`src/apc_pkg.sv`:
```
// Package for the audio path configuration register bank.
// Assumes a single 50 MHz core clock; bit positions are those of the three config words.
package apc_pkg;
  localparam int          WORD_W        = 16;
  localparam int          SEL_W         = 2;
  // Word selector on the load port
  localparam logic [1:0]  SEL_WORD_A    = 2'h0;
  localparam logic [1:0]  SEL_WORD_B    = 2'h1;
  localparam logic [1:0]  SEL_WORD_C    = 2'h2;
  // Reset values: all zero, so every stage comes up enabled until the host loads a set
  localparam logic [15:0] WORD_A_RESET  = 16'h0000;
  localparam logic [15:0] WORD_B_RESET  = 16'h0000;
  localparam logic [15:0] WORD_C_RESET  = 16'h0000;
  // Word A fields
  localparam int A_ATTEN_PD     = 0;
  localparam int A_OUT_STAGE_LO = 1;
  localparam int A_OUT_STAGE_HI = 2;
  localparam int A_OUT_PATH_LO  = 3;
  localparam int A_OUT_PATH_HI  = 4;
  localparam int A_COMPRESS     = 7;
  localparam int A_OSC_PD       = 8;
  localparam int A_INPUT_SRC    = 9;
  // Word B fields
  localparam int B_GAIN_AMP_PD  = 0;
  localparam int B_LOWPASS_PD   = 1;
  localparam int B_RATE_LO      = 2;
  localparam int B_RATE_HI      = 3;
  localparam int B_FILTER_SEL   = 4;
  localparam int B_MIX2_LO      = 5;
  localparam int B_MIX2_HI      = 6;
  localparam int B_MIX1_LO      = 7;
  localparam int B_MIX1_HI      = 8;
  localparam int B_MIX1_SRC_LO  = 9;
  localparam int B_MIX1_SRC_HI  = 10;
  localparam int B_ATTEN_LSB    = 11;
  localparam int B_ATTEN_MSB    = 13;
  localparam int B_VOL_SRC_LO   = 14;
  localparam int B_VOL_SRC_HI   = 15;
  // Word C fields
  localparam int C_ADC_PD       = 0;
  localparam int C_DAC_PD       = 1;
  localparam int C_IFACE_SEL    = 4;
  // Sample rate codes {hi,lo}
  localparam logic [1:0] RATE_8K0 = 2'h0;
  localparam logic [1:0] RATE_6K4 = 2'h1;
  localparam logic [1:0] RATE_5K3 = 2'h2;
  // Two-bit mixer control codes {hi,lo}
  localparam logic [1:0] MIX_PASS_LO_ONLY = 2'h1;
  localparam logic [1:0] MIX_PASS_HI_ONLY = 2'h2;
  localparam logic [1:0] MIX_POWER_DOWN   = 2'h3;
  typedef enum logic [2:0] {
    APC_LOAD_IDLE = 3'b001,
    APC_LOAD_NEXT = 3'b010,
    APC_LOAD_LAST = 3'b100
  } apc_load_t;
endpackage

```
`src/apc_config_regs.sv`:
```
// Audio path configuration register bank: three 16-bit words and their decoded controls.
// Assumes the serial control front end presents each word with a one-cycle strobe,
// already synchronous to core_clk and issued on the serial clock's rising edge.
`timescale 1ns/1ps
module apc_config_regs #(
  parameter int WORD_WIDTH = 16
) (
  input  wire logic                       core_clk,
  input  wire logic                       nrst,
  input  wire logic                       word_load,
  input  wire logic [apc_pkg::SEL_W-1:0]  word_sel,
  input  wire logic [WORD_WIDTH-1:0]      word_data,
  output logic      [WORD_WIDTH-1:0]      path_config_word_a,
  output logic      [WORD_WIDTH-1:0]      path_config_word_b,
  output logic      [WORD_WIDTH-1:0]      path_config_word_c,
  output logic                            load_order_error,
  output logic                            load_set_complete,
  output logic      [1:0]                 mixer_one_source,
  output logic                            mixer_one_pass_selector,
  output logic                            mixer_one_pass_input_src,
  output logic                            mixer_one_power_down,
  output logic                            filter_input_sel,
  output logic                            compression_ctl,
  output logic                            lowpass_power_down,
  output logic      [1:0]                 sample_rate_code,
  output logic                            sample_rate_valid,
  output logic                            mixer_two_pass_filter,
  output logic                            mixer_two_power_down,
  output logic                            gain_amp_power_down,
  output logic                            input_source_sel,
  output logic                            oscillator_power_down,
  output logic      [1:0]                 attenuator_source,
  output logic                            attenuator_power_down,
  output logic      [2:0]                 attenuation_code,
  output logic      [1:0]                 output_path,
  output logic      [1:0]                 output_stage_ctl,
  output logic                            adc_power_down,
  output logic                            dac_power_down,
  output logic                            audio_iface_sel
);
  import apc_pkg::*;

  // Field positions and the word selector assume sixteen-bit words
  if (WORD_WIDTH != WORD_W)
  begin : g_width_check
    $error("apc_config_regs: WORD_WIDTH must be 16");
  end

  apc_load_t load_state;
  apc_load_t next_load_state;

  // True when a two-bit control field holds the given code
  function automatic logic field_is(input logic [1:0] field, input logic [1:0] code);
    return field == code;
  endfunction

  // Two-bit summing-mixer controls, each decoded more than once
  logic [1:0] mix_one_ctl;
  logic [1:0] mix_two_ctl;

  assign mix_one_ctl = path_config_word_b[B_MIX1_HI:B_MIX1_LO];
  assign mix_two_ctl = path_config_word_b[B_MIX2_HI:B_MIX2_LO];

  // Word storage: every written bit is kept until overwritten; select code 3 writes nothing
  always_ff @(posedge core_clk or negedge nrst)
  begin
    if (!nrst)
      path_config_word_a <= WORD_A_RESET;
    else if (word_load && (word_sel == SEL_WORD_A))
      path_config_word_a <= word_data;
  end

  // Word B: mixers, filter, rate and volume
  always_ff @(posedge core_clk or negedge nrst)
  begin
    if (!nrst)
      path_config_word_b <= WORD_B_RESET;
    else if (word_load && (word_sel == SEL_WORD_B))
      path_config_word_b <= word_data;
  end

  // Word C: converter power and audio interface mode
  always_ff @(posedge core_clk or negedge nrst)
  begin
    if (!nrst)
      path_config_word_c <= WORD_C_RESET;
    else if (word_load && (word_sel == SEL_WORD_C))
      path_config_word_c <= word_data;
  end

  // Load sequence tracker: expects A then B then C
  always_comb
  begin
    next_load_state = load_state;
    if (word_load)
    begin
      // A stray word B from idle is taken as the middle of a broken set
      case (load_state)
        APC_LOAD_IDLE:
        begin
          if (word_sel == SEL_WORD_B)
            next_load_state = APC_LOAD_LAST;
          else if (word_sel == SEL_WORD_A)
            next_load_state = APC_LOAD_NEXT;
          else
            next_load_state = APC_LOAD_IDLE;
        end
        APC_LOAD_NEXT:
        begin
          if (word_sel == SEL_WORD_B)
            next_load_state = APC_LOAD_LAST;
          else if (word_sel == SEL_WORD_A)
            next_load_state = APC_LOAD_NEXT;
          else
            next_load_state = APC_LOAD_IDLE;
        end
        APC_LOAD_LAST:
        begin
          if (word_sel == SEL_WORD_A)
            next_load_state = APC_LOAD_NEXT;
          else
            next_load_state = APC_LOAD_IDLE;
        end
        default:
          next_load_state = APC_LOAD_IDLE;
      endcase
    end
  end

  always_ff @(posedge core_clk or negedge nrst)
  begin
    if (!nrst)
      load_state <= APC_LOAD_IDLE;
    else
      load_state <= next_load_state;
  end

  // Sticky flag for an out-of-order load; cleared by a word A loaded while the tracker is idle
  always_ff @(posedge core_clk or negedge nrst)
  begin
    if (!nrst)
      load_order_error <= 1'b0;
    else if (word_load)
    begin
      case (load_state)
        APC_LOAD_IDLE: load_order_error <= (word_sel != SEL_WORD_A);
        APC_LOAD_NEXT: load_order_error <= load_order_error | (word_sel != SEL_WORD_B);
        APC_LOAD_LAST: load_order_error <= load_order_error | (word_sel != SEL_WORD_C);
        default:       load_order_error <= 1'b1;
      endcase
    end
  end

  // One-cycle pulse after word C completes an A, B, C set
  always_ff @(posedge core_clk or negedge nrst)
  begin
    if (!nrst)
      load_set_complete <= 1'b0;
    else
      load_set_complete <= word_load && (load_state == APC_LOAD_LAST)
                           && (word_sel == SEL_WORD_C) && !load_order_error;
  end

  // Decoded controls follow their stored word one edge later;
  // their reset values equal the decode of an all-zero word.
  // Mixer one: source selector and summing control
  always_ff @(posedge core_clk or negedge nrst)
  begin
    if (!nrst)
    begin
      mixer_one_source         <= 2'h0;
      mixer_one_pass_selector  <= 1'b0;
      mixer_one_pass_input_src <= 1'b0;
      mixer_one_power_down     <= 1'b0;
    end
    else
    begin
      mixer_one_source         <= path_config_word_b[B_MIX1_SRC_HI:B_MIX1_SRC_LO];
      mixer_one_pass_selector  <= field_is(mix_one_ctl, MIX_PASS_LO_ONLY);
      mixer_one_pass_input_src <= field_is(mix_one_ctl, MIX_PASS_HI_ONLY);
      mixer_one_power_down     <= field_is(mix_one_ctl, MIX_POWER_DOWN);
    end
  end

  // Filter input multiplexer and low-pass stage power
  always_ff @(posedge core_clk or negedge nrst)
  begin
    if (!nrst)
    begin
      filter_input_sel   <= 1'b0;
      lowpass_power_down <= 1'b0;
    end
    else
    begin
      filter_input_sel   <= path_config_word_b[B_FILTER_SEL];
      lowpass_power_down <= path_config_word_b[B_LOWPASS_PD];
    end
  end

  // Sample rate; code 11 names no rate, so the valid flag drops for it
  always_ff @(posedge core_clk or negedge nrst)
  begin
    if (!nrst)
    begin
      sample_rate_code  <= RATE_8K0;
      sample_rate_valid <= 1'b1;
    end
    else
    begin
      sample_rate_code  <= path_config_word_b[B_RATE_HI:B_RATE_LO];
      sample_rate_valid <= (path_config_word_b[B_RATE_HI:B_RATE_LO] != 2'h3);
    end
  end

  // Mixer two summing control
  always_ff @(posedge core_clk or negedge nrst)
  begin
    if (!nrst)
    begin
      mixer_two_pass_filter <= 1'b0;
      mixer_two_power_down  <= 1'b0;
    end
    else
    begin
      mixer_two_pass_filter <= field_is(mix_two_ctl, MIX_PASS_HI_ONLY);
      mixer_two_power_down  <= field_is(mix_two_ctl, MIX_POWER_DOWN);
    end
  end

  // Automatic gain amplifier power
  always_ff @(posedge core_clk or negedge nrst)
  begin
    if (!nrst)
      gain_amp_power_down <= 1'b0;
    else
      gain_amp_power_down <= path_config_word_b[B_GAIN_AMP_PD];
  end

  // Volume stage: source and level sit in word B, its power in word A
  always_ff @(posedge core_clk or negedge nrst)
  begin
    if (!nrst)
    begin
      attenuator_source     <= 2'h0;
      attenuation_code      <= 3'h0;
      attenuator_power_down <= 1'b0;
    end
    else
    begin
      attenuator_source     <= path_config_word_b[B_VOL_SRC_HI:B_VOL_SRC_LO];
      attenuation_code      <= path_config_word_b[B_ATTEN_MSB:B_ATTEN_LSB];
      attenuator_power_down <= path_config_word_a[A_ATTEN_PD];
    end
  end

  // Signal compression
  always_ff @(posedge core_clk or negedge nrst)
  begin
    if (!nrst)
      compression_ctl <= 1'b0;
    else
      compression_ctl <= path_config_word_a[A_COMPRESS];
  end

  // Input source multiplexer
  always_ff @(posedge core_clk or negedge nrst)
  begin
    if (!nrst)
      input_source_sel <= 1'b0;
    else
      input_source_sel <= path_config_word_a[A_INPUT_SRC];
  end

  // Sampling oscillator power
  always_ff @(posedge core_clk or negedge nrst)
  begin
    if (!nrst)
      oscillator_power_down <= 1'b0;
    else
      oscillator_power_down <= path_config_word_a[A_OSC_PD];
  end

  // Output multiplexer and speaker / auxiliary stages
  always_ff @(posedge core_clk or negedge nrst)
  begin
    if (!nrst)
    begin
      output_path      <= 2'h0;
      output_stage_ctl <= 2'h0;
    end
    else
    begin
      output_path      <= path_config_word_a[A_OUT_PATH_HI:A_OUT_PATH_LO];
      output_stage_ctl <= path_config_word_a[A_OUT_STAGE_HI:A_OUT_STAGE_LO];
    end
  end

  // Converter power
  always_ff @(posedge core_clk or negedge nrst)
  begin
    if (!nrst)
    begin
      adc_power_down <= 1'b0;
      dac_power_down <= 1'b0;
    end
    else
    begin
      adc_power_down <= path_config_word_c[C_ADC_PD];
      dac_power_down <= path_config_word_c[C_DAC_PD];
    end
  end

  // Audio interface mode
  always_ff @(posedge core_clk or negedge nrst)
  begin
    if (!nrst)
      audio_iface_sel <= 1'b0;
    else
      audio_iface_sel <= path_config_word_c[C_IFACE_SEL];
  end

endmodule

```
`config.mk`:
```
export PLATFORM = sky130hd
export DESIGN_NAME = apc_config_regs
export DESIGN_NICKNAME = d
export VERILOG_FILES = /design/src/apc_pkg.sv /design/src/apc_config_regs.sv
export SDC_FILE = /design/constraint.sdc
export NUM_CORES = 1
export LEC_CHECK = 0
export BUFFER_PORTS_ARGS = -buffer_cell sky130_fd_sc_hd__buf_4
export CORE_ASPECT_RATIO = 0.6
export CORE_MARGIN = 3
export CORE_UTILIZATION = 49
export DETAILED_ROUTE_END_ITERATION = 6
export GPL_ROUTABILITY_DRIVEN = 0
export PLACE_DENSITY = 0.78
export SLEW_MARGIN = 0
export SYNTH_ARGS = -nofsm -noshare
export SYNTH_HDL_FRONTEND = slang
export SYNTH_SLANG_ARGS = --single-unit
```
`constraint.sdc`:
```
create_clock -name core_clk -period 1.7 [get_ports core_clk]
set_input_delay 0.255 -clock core_clk [delete_from_list [all_inputs] [get_ports core_clk]]
set_output_delay 0.255 -clock core_clk [all_outputs]
set_load 0.005 [all_outputs]
```
==> summary.txt <==
Timing
  • Tcrit/Tclk final: 75.2%
  • Final hold vios: 0
  • RSZ-0062 raised after global routing: false
  • Worst Tran Pin Value: 492 ps
  • Count of pins over their slew limit: 0
  • Final setup violation count: 0
  • Slew HR: 67.2%
  • Setup Skew: 7.10 ps
  • Setup TNS: 0 ps
  • Min cycle time layout: 1280 ps
  • Final hold slack: 163 ps
  • Max Freq: 0.783 GHz

Setup path
  • Crit path arrival time: 1500 ps
  • Worst Setup EP: load_order_error
  • R2R Path Start: load_state[1]
  • Max FO, Critical Path: 7
  • Worst Setup Path Type: flip-flop to flip-flop
  • Crit path launch type: flip-flop
  • CP endpoint kind: flip-flop
  • Flop2flop setup slack: 420 ps
  • Critical Path Start: load_state[1]
  • Reg2reg end: load_order_error
  • Worst Path Required: 1930 ps
  • Worst R2R Path Depth: 3

Finish
  • Final Cell Area: 4010 µm²
  • Fill cells: 405
  • Ant. Diodes: 0
  • Commonest cells after routing, fill and taps aside: buf_4, dfrtp_1, mux2_2
  • Final nets: 298
  • Layout cell share with drive strength beyond 1: 60.3%
  • Area grow syn2layout: 38.1%
  • Most common cell after layout, fill and taps aside: buf_4

Pwr
  • P_leak: 1.92 nW
  • Peak supply drop: 0.546 mV
  • Power density over the cells: 1310 nW/µm²

Clock tree
  • CTS max path bufs: 2
  • CTS resizes: 0
  • CTS Buf Count: 9
  • H-tree Lvls: 3
  • CTS tree: done
  • Clock sink count: 82
  • Clock tree root driver cell: clkbuf_8
  • Clock slew at reported path FFs: 80 ps
  • Worst skew pair latency: 340 ps

Floorplan
  • # IOs: 100
  • Horiz. Die Dim: 105 µm
  • Starting density of the core: 51.4%
  • Die height: 65.6 µm
  • Cell Rows: 21
  • Die area: 6920 µm²
  • Core area: 5650 µm²

Global route
  • Pin count of the biggest net entering global routing: 38
  • First-pass GRT wire length: 9340 µm
  • GR Util All Layers: 17.7%
  • Initial antenna violation count: 0
  • Overflow after GRT: 0
  • Vias in the first global route: 1,849

Route
  • Initial DRC count: 42
  • Drt wl/cell: 15.6 µm
  • ANT nets after route: 0
  • Routed WL: 5630 µm
  • Via count: 1,754
  • Drt first pass iters: 4
  • Drt drc: 0
  • Vias/cell: 4.85

Synth
  • Seq/Total Area, Yosys: 70.7%
  • Syn_area_per_cell: 17.4 µm²
  • Synth warnings: 0
  • Syn Inst Count: 167
  • Synth unique cells: 28
  • Synth Cell Area: 2910 µm²
  • Total nets after synthesis: 188
  • Synth Register Bits: 82

Place
  • Post-DP HPWL: 4060 µm
  • DP Area: 3750 µm²
  • Port bufs: 99

Hold path
  • Hold Startpoint: word_data[12]
  • Hold WC Path Type: input pin to flip-flop

Run
  • Max_cap viols: 0

Status
  • Status: completed
## how the worst min path moves through the flow
stage                                        end  slack [ps]  cells past startpoint
final                     path_config_word_a[12]         160                      2
after global routing       path_config_word_a[7]         140                      2
after CTS                 path_config_word_a[12]         140                      2
after detailed placement         compression_ctl         250                      1
after global placement           compression_ctl         250                      1
after floorplan                   adc_power_down         -40                      0
## metrics by stage
stage               instances  power, W  worst slack, ps  utilization [%]
detailed placement        345   0.00362              266             66.4
CTS                       362   0.00532              431             71.0
global placement          345   0.00359              303             66.4
finish                    362   0.00525              422             71.0
floorplan                 167   0.00289              344                -
global route              362   0.00553              329             71.0
## synth_stat cells
cell type,n,area share [%]
dfstp_2,2,1.8
a31oi_1,1,0.22
o311ai_1,1,0.30
o21ai_1,1,0.17
mux2_4,9,4.7
a21boi_0,1,0.26
nand2b_1,1,0.22
nor2b_1,5,1.1
o21ai_0,1,0.17
o31a_1,1,0.30
nor4b_1,1,0.30
nand3_4,1,0.60
nor3b_1,1,0.26
nor3_1,1,0.17
a21oi_1,2,0.34
and2_1,2,0.43
buf_4,2,0.52
inv_1,3,0.39
nand2_1,3,0.39
dfrtp_1,80,69
o32a_1,1,0.34
nor3b_4,1,0.65
mux2_2,39,15
nor2_1,3,0.39
buf_12,1,0.69
buf_6,1,0.39
nand3b_4,1,0.69
o31ai_1,1,0.26
## worst max-delay path, stage by stage (launching register included)
cell     delay (ps)
dfrtp_1         460
nor2b_1         310
a31oi_1         120
o32a_1          280
## layer usage
metal | track usage (%) | routed length [µm]
met4 | 6.38 | 52
met3 | 5.99 | 257
met5 | 0 | 0
met2 | 28.3 | 2840
met1 | 22.8 | 2480
## area by class of cell
type                            count  area, µm²  share of cell area (%)
Timing Repair Buffer              103        801                    20.0
Clock buffer                       12        155                    3.87
Inverter                            3       11.3                   0.281
Sequential cell                    82       2050                    51.2
Clock inverter                      4       97.6                    2.43
Tap cell                           80        100                    2.49
Multi-Input combinational cell     78        793                    19.8
## cells by family (layout without fill, tap and decap cells)
logic type / after synthesis / count (layout) / share of synthesized area (%)
flops: 82 / 82 / 70.7
buf+inv: 7 / 122 / 1.98
compound gates: 10 / 10 / 2.37
simple gates: 20 / 20 / 5.17
mux: 48 / 48 / 19.8
## sequential cells by signal (all words and copies together), names as in the netlist, 2 cells and up
name and count:
attenuation_code 3, path_config_word_c 16, path_config_word_a 16, path_config_word_b 16, mixer_one_source 2, sample_rate_code 2, attenuator_source 2, output_path 2
output_stage_ctl 2, load_state 3
## power by group
part           total (W)  switching, W  internal, W  leakage [nW]
Clock            0.00169      0.000633      0.00106         0.123
Sequential       0.00253      0.000216      0.00232         0.976
Combinational    0.00103      0.000348     0.000681         0.821
## repair_timing
action	in CTS	in global routing
buffers inserted	0	0
setup endpoints to repair	0	0
hold endpoints to repair	33	0
hold buffers	1	0
Power figures use the tool's default switching activity.
